File: src/hdl/vhm_regs.svh
`ifndef VHM_REGS_SVH
`define VHM_REGS_SVH

// ****************************************
// Register offsets (byte addresses)
// ****************************************
`define VHM_OFS_CTRL   8'h00
`define VHM_OFS_VTHR   8'h04
`define VHM_OFS_ITHR   8'h08
`define VHM_OFS_TMAX   8'h0c
`define VHM_OFS_STAT   8'h10
`define VHM_OFS_EVST   8'h14
`define VHM_OFS_EVCLR  8'h18
`define VHM_OFS_EVEN   8'h1c

// ****************************************
// Control fields and reset values
// ****************************************
`define VHM_BIT_EN     0
`define VHM_BIT_ISEL   1
`define VHM_BIT_FCT    2
`define VHM_CTRL_RST   3'h0
`define VHM_VTHR_MIN   16'h00c8
`define VHM_VTHR_MAX   16'h1388
`define VHM_VTHR_RST   16'h03e8
`define VHM_ITHR_RST   16'h0064
`define VHM_TMAX_MIN   16'h0002
`define VHM_TMAX_MAX   16'h1388
`define VHM_TMAX_RST   13'h0032

// ****************************************
// Event bits: even = on, odd = off
// ****************************************
`define VHM_EV_EN      0
`define VHM_EV_VLOW    2
`define VHM_EV_IHIGH   4
`define VHM_EV_CT      6
`define VHM_EV_HOLD    8
`define VHM_EV_BLK     10
`define VHM_EV_NUM     12

// ****************************************
// Timing
// ****************************************
`define VHM_TICK_NS    10000000
`define VHM_CLK_NS     50

`endif

File: src/hdl/vhm_pkg.sv
package vhm_pkg;
    typedef enum logic [1:0] {
        VHM_OFF  = 2'b00,
        VHM_ARM  = 2'b01,
        VHM_HOLD = 2'b10,
        VHM_DONE = 2'b11
    } vhm_state_t;
endpackage : vhm_pkg

File: src/hdl/vhm_timer.sv
`timescale 1ns/1ps
module vhm_timer #(
    parameter int P_TICK_CYC = 200000,
    parameter int P_CNT_W    = 13
) (
    input  wire logic               i_clk,
    input  wire logic               i_rst_n,
    input  wire logic               i_run,
    input  wire logic [P_CNT_W-1:0] i_limit,
    output logic                    o_expired
);
    localparam int PW = $clog2(P_TICK_CYC + 1);

    logic [PW-1:0]      pre_reg;
    logic [PW-1:0]      pre_next;
    logic [P_CNT_W-1:0] cnt_reg;
    logic [P_CNT_W-1:0] cnt_next;
    logic               exp_reg;
    logic               exp_next;

    // Tick prescaler and definite-time count
    always_comb begin
        pre_next = pre_reg;
        cnt_next = cnt_reg;
        if (!i_run) begin
            pre_next = '0;
            cnt_next = '0;
        end else if (pre_reg == PW'(P_TICK_CYC - 1)) begin
            pre_next = '0;
            if (cnt_reg < i_limit) begin
                cnt_next = cnt_reg + 1'b1;
            end
        end else begin
            pre_next = pre_reg + 1'b1;
        end
        exp_next = i_run && (cnt_next >= i_limit);
    end

    always_ff @(posedge i_clk or negedge i_rst_n) begin
        if (!i_rst_n) begin
            pre_reg <= '0;
            cnt_reg <= '0;
            exp_reg <= 1'b0;
        end else begin
            pre_reg <= pre_next;
            cnt_reg <= cnt_next;
            exp_reg <= exp_next;
        end
    end

    assign o_expired = exp_reg;
endmodule : vhm_timer

File: src/hdl/vhm_top.sv
// Notes on behaviour
// - Enable bit; when off, memorised quantities are never substituted.
// - Activation needs every used voltage below the activation threshold.
// - With current condition chosen, one phase current must exceed pick-up.
// - Activation threshold held within 2 to 50 V.
// - During hold the amplitude output equals the activation threshold.
// - During hold the angle output is the one captured before activation.
// - Hold-active output stays high for the whole hold.
// - Hold time bounded by a 0.02 to 50.00 s definite-time limit.
// - Blocking input sampled at each program cycle start; blocks the hold.
// - Forced tracking with voltages gone raises the tracking output o_ct_track.
// - On and off events for enable, low V, high I, tracking, hold, block.
`timescale 1ns/1ps
`include "vhm_regs.svh"
module vhm_top
    import vhm_pkg::*;
#(
    parameter int P_W        = 16,
    parameter int P_TICK_CYC = `VHM_TICK_NS / `VHM_CLK_NS
) (
    input  wire logic                i_clk,
    input  wire logic                i_rst_n,
    input  wire logic [7:0]          i_avs_address,
    input  wire logic                i_avs_read,
    input  wire logic                i_avs_write,
    input  wire logic [31:0]         i_avs_writedata,
    output logic      [31:0]         o_avs_readdata,
    output logic                     o_avs_waitrequest,
    input  wire logic                i_cycle_start,
    input  wire logic                i_block,
    input  wire logic [2:0]          i_v_used,
    input  wire logic [2:0][P_W-1:0] i_v_mag,
    input  wire logic [2:0][P_W-1:0] i_v_ang,
    input  wire logic [2:0][P_W-1:0] i_i_mag,
    output logic      [2:0][P_W-1:0] o_v_mag,
    output logic      [2:0][P_W-1:0] o_v_ang,
    output logic                     o_hold_active,
    output logic                     o_ct_track,
    output logic                     o_irq
);
    localparam int NE = `VHM_EV_NUM;

    // ****************************************
    // Declarations
    // ****************************************
    logic [2:0]          ctrl_reg;
    logic [2:0]          ctrl_next;
    logic [P_W-1:0]      vthr_reg;
    logic [P_W-1:0]      vthr_next;
    logic [P_W-1:0]      ithr_reg;
    logic [P_W-1:0]      ithr_next;
    logic [12:0]         tmax_reg;
    logic [12:0]         tmax_next;
    logic [NE-1:0]       evst_reg;
    logic [NE-1:0]       evst_next;
    logic [NE-1:0]       even_reg;
    logic [NE-1:0]       even_next;
    logic [NE-1:0]       evt;
    logic [31:0]         rdata_reg;
    logic [31:0]         rdata_next;
    logic                wait_reg;
    logic                wait_next;
    logic                irq_reg;
    logic                irq_next;
    logic                req;
    logic                wr_take;
    logic [15:0]         wv;
    vhm_state_t          state_reg;
    vhm_state_t          state_next;
    logic                hold_reg;
    logic                hold_next;
    logic                blk_reg;
    logic                blk_next;
    logic                vlow_reg;
    logic                vlow_next;
    logic                ihigh_reg;
    logic                ihigh_next;
    logic                ct_reg;
    logic                ct_next;
    logic [5:0]          flg_now;
    logic [5:0]          flg_prev;
    logic [2:0]          ph_low;
    logic [2:0]          ph_high;
    logic                all_low;
    logic                any_high;
    logic                act_cond;
    logic                tmr_exp;
    logic [2:0][P_W-1:0] pre_ang_reg;
    logic [2:0][P_W-1:0] pre_ang_next;
    logic [2:0][P_W-1:0] vmag_reg;
    logic [2:0][P_W-1:0] vmag_next;
    logic [2:0][P_W-1:0] vang_reg;
    logic [2:0][P_W-1:0] vang_next;

    // ****************************************
    // Per-phase comparisons and output muxes
    // ****************************************
    for (genvar g = 0; g < 3; g++) begin : g_ph
        assign ph_low[g]       = !i_v_used[g] || (i_v_mag[g] < vthr_reg);
        assign ph_high[g]      = i_i_mag[g] > ithr_reg;
        assign vmag_next[g]    = hold_next ? vthr_reg : i_v_mag[g];
        assign vang_next[g]    = hold_next ? pre_ang_reg[g] : i_v_ang[g];
        assign pre_ang_next[g] = (i_cycle_start && !hold_next) ?
                                 i_v_ang[g] : pre_ang_reg[g];
    end

    assign all_low  = (&ph_low) && (|i_v_used);
    assign any_high = |ph_high;
    assign act_cond = all_low && (!ctrl_reg[`VHM_BIT_ISEL] || any_high);

    // ****************************************
    // Hold state machine
    // ****************************************
    always_comb begin
        state_next = state_reg;
        blk_next   = i_cycle_start ? i_block : blk_reg;
        vlow_next  = i_cycle_start ? all_low : vlow_reg;
        ihigh_next = i_cycle_start ? any_high : ihigh_reg;
        if (!ctrl_reg[`VHM_BIT_EN]) begin
            state_next = VHM_OFF;
        end else begin
            case (state_reg)
                VHM_OFF: begin
                    state_next = VHM_ARM;
                end
                VHM_ARM: begin
                    if (i_cycle_start && !i_block && act_cond) begin
                        state_next = VHM_HOLD;
                    end
                end
                VHM_HOLD: begin
                    if (blk_next) begin
                        state_next = VHM_ARM;
                    end else if (tmr_exp) begin
                        state_next = VHM_DONE;
                    end
                end
                VHM_DONE: begin
                    if (i_cycle_start && !act_cond) begin
                        state_next = VHM_ARM;
                    end
                end
                default: begin
                    state_next = VHM_OFF;
                end
            endcase
        end
        hold_next = (state_next == VHM_HOLD);
        ct_next   = ctrl_reg[`VHM_BIT_EN] && ctrl_reg[`VHM_BIT_FCT]
                    && vlow_next;
    end

    always_ff @(posedge i_clk or negedge i_rst_n) begin
        if (!i_rst_n) begin
            state_reg   <= VHM_OFF;
            hold_reg    <= 1'b0;
            blk_reg     <= 1'b0;
            vlow_reg    <= 1'b0;
            ihigh_reg   <= 1'b0;
            ct_reg      <= 1'b0;
            pre_ang_reg <= '0;
            vmag_reg    <= '0;
            vang_reg    <= '0;
        end else begin
            state_reg   <= state_next;
            hold_reg    <= hold_next;
            blk_reg     <= blk_next;
            vlow_reg    <= vlow_next;
            ihigh_reg   <= ihigh_next;
            ct_reg      <= ct_next;
            pre_ang_reg <= pre_ang_next;
            vmag_reg    <= vmag_next;
            vang_reg    <= vang_next;
        end
    end

    vhm_timer #(
        .P_TICK_CYC (P_TICK_CYC),
        .P_CNT_W    (13)
    ) u_timer (
        .i_clk      (i_clk),
        .i_rst_n    (i_rst_n),
        .i_run      (hold_reg),
        .i_limit    (tmax_reg),
        .o_expired  (tmr_exp)
    );

    // ****************************************
    // Events: rising edge even bit, falling odd
    // ****************************************
    assign flg_now = {blk_reg, hold_reg, ct_reg, ihigh_reg, vlow_reg,
                      ctrl_reg[`VHM_BIT_EN]};
    for (genvar e = 0; e < 6; e++) begin : g_ev
        assign evt[2*e]   = flg_now[e] && !flg_prev[e];
        assign evt[2*e+1] = !flg_now[e] && flg_prev[e];
    end

    // ****************************************
    // Avalon-MM slave, one wait state
    // ****************************************
    assign req     = i_avs_read || i_avs_write;
    assign wr_take = i_avs_write && !wait_reg;
    assign wv      = i_avs_writedata[15:0];

    always_comb begin
        ctrl_next  = ctrl_reg;
        vthr_next  = vthr_reg;
        ithr_next  = ithr_reg;
        tmax_next  = tmax_reg;
        even_next  = even_reg;
        evst_next  = evst_reg;
        rdata_next = rdata_reg;
        wait_next  = !(req && wait_reg);
        if (wr_take) begin
            case (i_avs_address)
                `VHM_OFS_CTRL: ctrl_next = i_avs_writedata[2:0];
                `VHM_OFS_VTHR: begin
                    if (wv < `VHM_VTHR_MIN) begin
                        vthr_next = `VHM_VTHR_MIN;
                    end else if (wv > `VHM_VTHR_MAX) begin
                        vthr_next = `VHM_VTHR_MAX;
                    end else begin
                        vthr_next = wv;
                    end
                end
                `VHM_OFS_ITHR: ithr_next = wv;
                `VHM_OFS_TMAX: begin
                    if (wv < `VHM_TMAX_MIN) begin
                        tmax_next = 13'(`VHM_TMAX_MIN);
                    end else if (wv > `VHM_TMAX_MAX) begin
                        tmax_next = 13'(`VHM_TMAX_MAX);
                    end else begin
                        tmax_next = wv[12:0];
                    end
                end
                `VHM_OFS_EVCLR: evst_next = evst_reg & ~i_avs_writedata[NE-1:0];
                `VHM_OFS_EVEN: even_next = i_avs_writedata[NE-1:0];
                default: begin
                end
            endcase
        end
        // Set wins over a clear in the same cycle
        evst_next = evst_next | evt;
        if (i_avs_read && wait_reg) begin
            case (i_avs_address)
                `VHM_OFS_CTRL: rdata_next = {29'h0, ctrl_reg};
                `VHM_OFS_VTHR: rdata_next = {16'h0, vthr_reg};
                `VHM_OFS_ITHR: rdata_next = {16'h0, ithr_reg};
                `VHM_OFS_TMAX: rdata_next = {19'h0, tmax_reg};
                `VHM_OFS_STAT: rdata_next = {24'h0, state_reg, blk_reg, hold_reg,
                                             ct_reg, ihigh_reg, vlow_reg,
                                             ctrl_reg[`VHM_BIT_EN]};
                `VHM_OFS_EVST: rdata_next = {20'h0, evst_reg};
                `VHM_OFS_EVEN: rdata_next = {20'h0, even_reg};
                default:       rdata_next = 32'h0;
            endcase
        end
        irq_next = |(evst_reg & even_reg);
    end

    always_ff @(posedge i_clk or negedge i_rst_n) begin
        if (!i_rst_n) begin
            ctrl_reg  <= `VHM_CTRL_RST;
            vthr_reg  <= `VHM_VTHR_RST;
            ithr_reg  <= `VHM_ITHR_RST;
            tmax_reg  <= `VHM_TMAX_RST;
            even_reg  <= '0;
            evst_reg  <= '0;
            flg_prev  <= '0;
            rdata_reg <= 32'h0;
            wait_reg  <= 1'b1;
            irq_reg   <= 1'b0;
        end else begin
            ctrl_reg  <= ctrl_next;
            vthr_reg  <= vthr_next;
            ithr_reg  <= ithr_next;
            tmax_reg  <= tmax_next;
            even_reg  <= even_next;
            evst_reg  <= evst_next;
            flg_prev  <= flg_now;
            rdata_reg <= rdata_next;
            wait_reg  <= wait_next;
            irq_reg   <= irq_next;
        end
    end

    assign o_avs_readdata    = rdata_reg;
    assign o_avs_waitrequest = wait_reg;
    assign o_v_mag           = vmag_reg;
    assign o_v_ang           = vang_reg;
    assign o_hold_active     = hold_reg;
    assign o_ct_track        = ct_reg;
    assign o_irq             = irq_reg;

    logic [31:0] hcnt;
    always_ff @(posedge i_clk or negedge i_rst_n) begin
        if (!i_rst_n) begin
            hcnt <= 32'h0;
        end else begin
            hcnt <= hold_reg ? hcnt + 32'h1 : 32'h0;
        end
    end
endmodule : vhm_top

File: config.mk
export PLATFORM = sky130hd
export DESIGN_NAME = vhm_top
export DESIGN_NICKNAME = d
export VERILOG_FILES = /design/src/hdl/vhm_pkg.sv /design/src/hdl/vhm_timer.sv /design/src/hdl/vhm_top.sv
export VERILOG_INCLUDE_DIRS = /design/src /design/src/hdl
export SDC_FILE = /design/constraint.sdc
export NUM_CORES = 1
export LEC_CHECK = 0
export ABC_CLOCK_PERIOD_IN_PS = 5000
export BUFFER_PORTS_ARGS = -buffer_cell sky130_fd_sc_hd__buf_2
export CAP_MARGIN = 5
export CORE_MARGIN = 2
export CORE_UTILIZATION = 55
export DETAILED_ROUTE_END_ITERATION = 6
export PLACE_DENSITY = 0.81
export RECOVER_POWER = 100
export SLEW_MARGIN = 10
export SYNTH_ARGS = -nofsm -noshare
export SYNTH_HDL_FRONTEND = slang
export SYNTH_SLANG_ARGS = --single-unit
File: constraint.sdc
create_clock -name i_clk -period 5 [get_ports i_clk]
set_input_delay 0 -clock i_clk [delete_from_list [all_inputs] [get_ports i_clk]]
set_output_delay 0 -clock i_clk [all_outputs]
set_load 0.02 [all_outputs]
==> results.yml <==
outcome:
  status: "complete, but fails checks"
  violations: "capacitance limit, slew limit"
yosys:
  syn_area_um2: 14700
  synth_cells: 1372
  ys_async_sr_fraction_pct: 100
  ys.flop_type: "dfrtp_1"
  synth_edf_count: 0
  synthDistinctLibCells: 62
  ys_warn_count: 0
  syn_avg_cell_area_um2: 10.7
  seq_area_frac_synth_pct: 47.5
  yosys_register_bits: 279
placed_design:
  place_congestion: 0.941
  post-place-ws_ps: 1040
  port_buffers: 292
  dp_cells: 1965
  place_hpwl_um: 28900
clock_tree:
  cts_tree: "done"
  cts_setup_buffers: 0
  path_clk_slew_ps: 60
  cts_root_buf: "clkbuf_16"
  cts.sinks: 279
  cts_buffers: 29
  h-tree-depth: 1
  cts.path.max_buffers: 3
  cts_hold_buf: 120
  ctsResizeCount: 0
  clock_latency_ps: 550
setup_path:
  critical_path_required_ps: 5410
  slowest_delay_ps: 700
  cp-start-kind: "flop"
  worstSetupPathType: "reg -> reg"
  cp_cell_sequence: "inv_1 > ha_1 > and4_1 > and2_0 > a22o_1 > o32a_1 > or3_1 > a2111oi_4 > o21ai_4 > clkbuf_2 > mux2_1"
  slowest_stage: "clkbuf_2"
  cp_max_fo: 48
  worstPathArrival_ps: 4900
  worst_setup_path_end_kind: "flop"
floorplanning:
  start_util_pct: 56.2
  die_h_um: 168
  num_rows: 59
  core-area_um2: 26200
  die_area_um2: 28100
  die_x_um: 168
  pin_count: 325
route:
  wl_um: 44000
  drt-vias-per-instance: 5.95
  drt_first_iter_violations: 1026
  dr.pass1.iters: 6
  via_count: 12735
  ant_nets: 0
  wl_per_cell_um: 20.6
  drc: 0
global_routing:
  antenna_found_initial: 0
  overflow: 0
  grt_max_degree: 135
  grt_usage_pct: 31.1
  gr-usage-met2_pct: 53.3
  grt_pass1_wl_um: 69800
  grt_busiest_layer: "met2"
  use_met1_pct: 38.0
  first_global_vias: 13220
  grtUsageMet3_pct: 6.83
sta:
  drv_slew: 135
  tns_ps: 0
  finalSetupViolCount: 0
  max_slew_margin_pct: -123
  finalCriticalPeriod_ps: 4480
  fmaxAchievable_mhz: 223
  tightest_slew_ps: 3350
  finalHoldViolations: 0
  fin_crit_sh_pct: 89.6
  finalWorstSetupSlack_ps: 518
  rsz0062_at_grt: "no"
  clock_skew_ps: 9.85
run:
  cap_violations: 1
power:
  leakagePower_nw: 8.65
  seqPwrFrac_pct: 44.2
  p_int_w: 0.00414
  netSwitchingPower_w: 0.00139
  pwr-share-comb_pct: 12.2
  power.share.switching_pct: 25.1
  max-vdd-ir-drop_mv: 0.272
  p_total_w: 0.00553
  p_per_area_nw_per_um2: 299
  p_clk_share_pct: 43.6
finish:
  instances_no_fill: 2139
  fillCellCount: 1871
  antenna_cells: 0
  syn_to_final_growth_pct: 25.6
  drive_gt1_share_pct: 19.2
  final_core_util_pct: 70.6
  finalNetCount: 2094
worst_hold_path:
  hp-class: "in -> reg"
[synth_stat cells (7+ instances only)]
library cell	n	share of area [%]
nand3_1	22	0.75
ha_1	120	10
dfstp_2	13	2.3
mux2_2	97	7.4
a222oi_1	7	0.48
dfrtp_1	266	45
xnor2_1	10	0.59
nor2b_1	8	0.34
or3_1	10	0.42
nand4_1	22	0.93
buf_4	21	1.1
mux2_4	20	2.0
a22o_1	18	1.1
nor4_1	7	0.30
clkbuf_1	30	0.76
inv_1	108	2.8
o21ai_0	106	3.6
and3_1	10	0.42
nor3_1	12	0.41
a21oi_1	57	1.9
a22oi_1	25	1.3
a221o_1	50	3.4
nand2_1	146	3.7
a21o_1	17	0.87
nor2_1	56	1.4
mux2_1	7	0.54
xor2_1	10	0.59
a221oi_1	9	0.54
nand2b_1	8	0.34
[worst paths after layout]
path	start	to	slack [ps]	depth (start not counted)
worst max-delay path	vthr_reg[9]$_DFFE_PN1P_	o_v_mag[27]$_DFF_PN0_	520	11
worst min-delay path	i_avs_address[3]	ctrl_reg[0]$_DFFE_PN0P_	140	6
worst max register to register	vthr_reg[9]$_DFFE_PN1P_	o_v_mag[27]$_DFF_PN0_	520	11
worst min register to register	blk_reg$_DFF_PN0_	flg_prev[5]$_DFF_PN0_	460	0
max in group asynchronous	i_rst_n	o_v_mag[13]$_DFF_PN0_	1730	3
min in group asynchronous	i_rst_n	u_timer.pre_reg[14]$_DFF_PN0_	1080	2
[cells by family after synthesis]
family | after synthesis | synth area share (%)
other | 1 | 0.0255
AO/OA/AOI/OAI | 328 | 15.4
buffers and inverters | 174 | 5.27
multiplexers | 125 | 10.1
XOR/XNOR | 20 | 1.19
flip-flops | 279 | 47.5
adder cells (fa/ha/maj) | 120 | 10.2
AND/OR/NAND/NOR | 325 | 10.4
[layout by cell type (no fill, tap or decap), types with 6 or more instances in the layout]
master and count:
dfrtp_1 266, buf_2 174, nand2_1 146, clkbuf_1 125, ha_1 120, dlygate4sd3_1 120
inv_1 108, o21ai_0 106, mux2_2 93, a21oi_1 57, nor2_1 56, a221o_1 50
mux2_1 30, clkbuf_16 29, a22oi_1 25, nand4_1 22, nand3_1 22, a22o_1 18
a21o_1 17, conb_1 16, nor3_1 12, clkbuf_8 12, or3_1 11, and3_1 10
xor2_1 10, xnor2_1 10, a221oi_1 9, dfstp_2 9, nand2b_1 8, nor2b_1 7
nor4_1 7, a222oi_1 7, buf_4 7, and4_1 6
[critical path, delay by kind of cell (launching register included)]
| kind | cells | cell delay [ps] |
|---|---|---|
| buf+inv | 2 | 840 |
| mux | 1 | 630 |
| simple gates | 3 | 870 |
| compound gates | 4 | 1040 |
| flops | 1 | 610 |
| fa+ha+maj | 1 | 300 |
[area by class of cell]
class                      count  area (µm²)  share of cell area (%)
sequential                   279        7000                    37.8
multi-input combinational    934        6950                    37.6
timing repair buffer         428        2640                    14.3
clock buffer                  44         902                    4.88
tap                          335         419                    2.27
inverter                     109         410                    2.22
clock inverter                10         179                   0.967
[per-layer routing]
metal / vias up / routed length, µm
met5: - / 0
met4: 0 / 2040
met3: 152 / 3710
met2: 643 / 21300
met1: 6180 / 17000
li1: 5760 / -
[per-stage QoR]
stage	area, µm²	hold slack, ps
global route	18500	190
finish	18500	138
floorplan	14800	-296
detailed placement	16500	167
CTS	18800	72.3
global placement	16500	163
[power groups by stage]
stage / Combinational, W / Clock, W / Sequential (W)
4_1_cts: 0.000675 / 0.00243 / 0.00244
5_1_grt: 0.000737 / 0.00254 / 0.00245
6_report: 0.000672 / 0.00241 / 0.00245
2_1_floorplan: 0.000281 / 0 / 0.00251
3_5_place_dp: 0.000595 / 0 / 0.00247
3_3_place_gp: 0.000570 / 0 / 0.00247
Note: power is estimated with default switching activity, not from simulation.
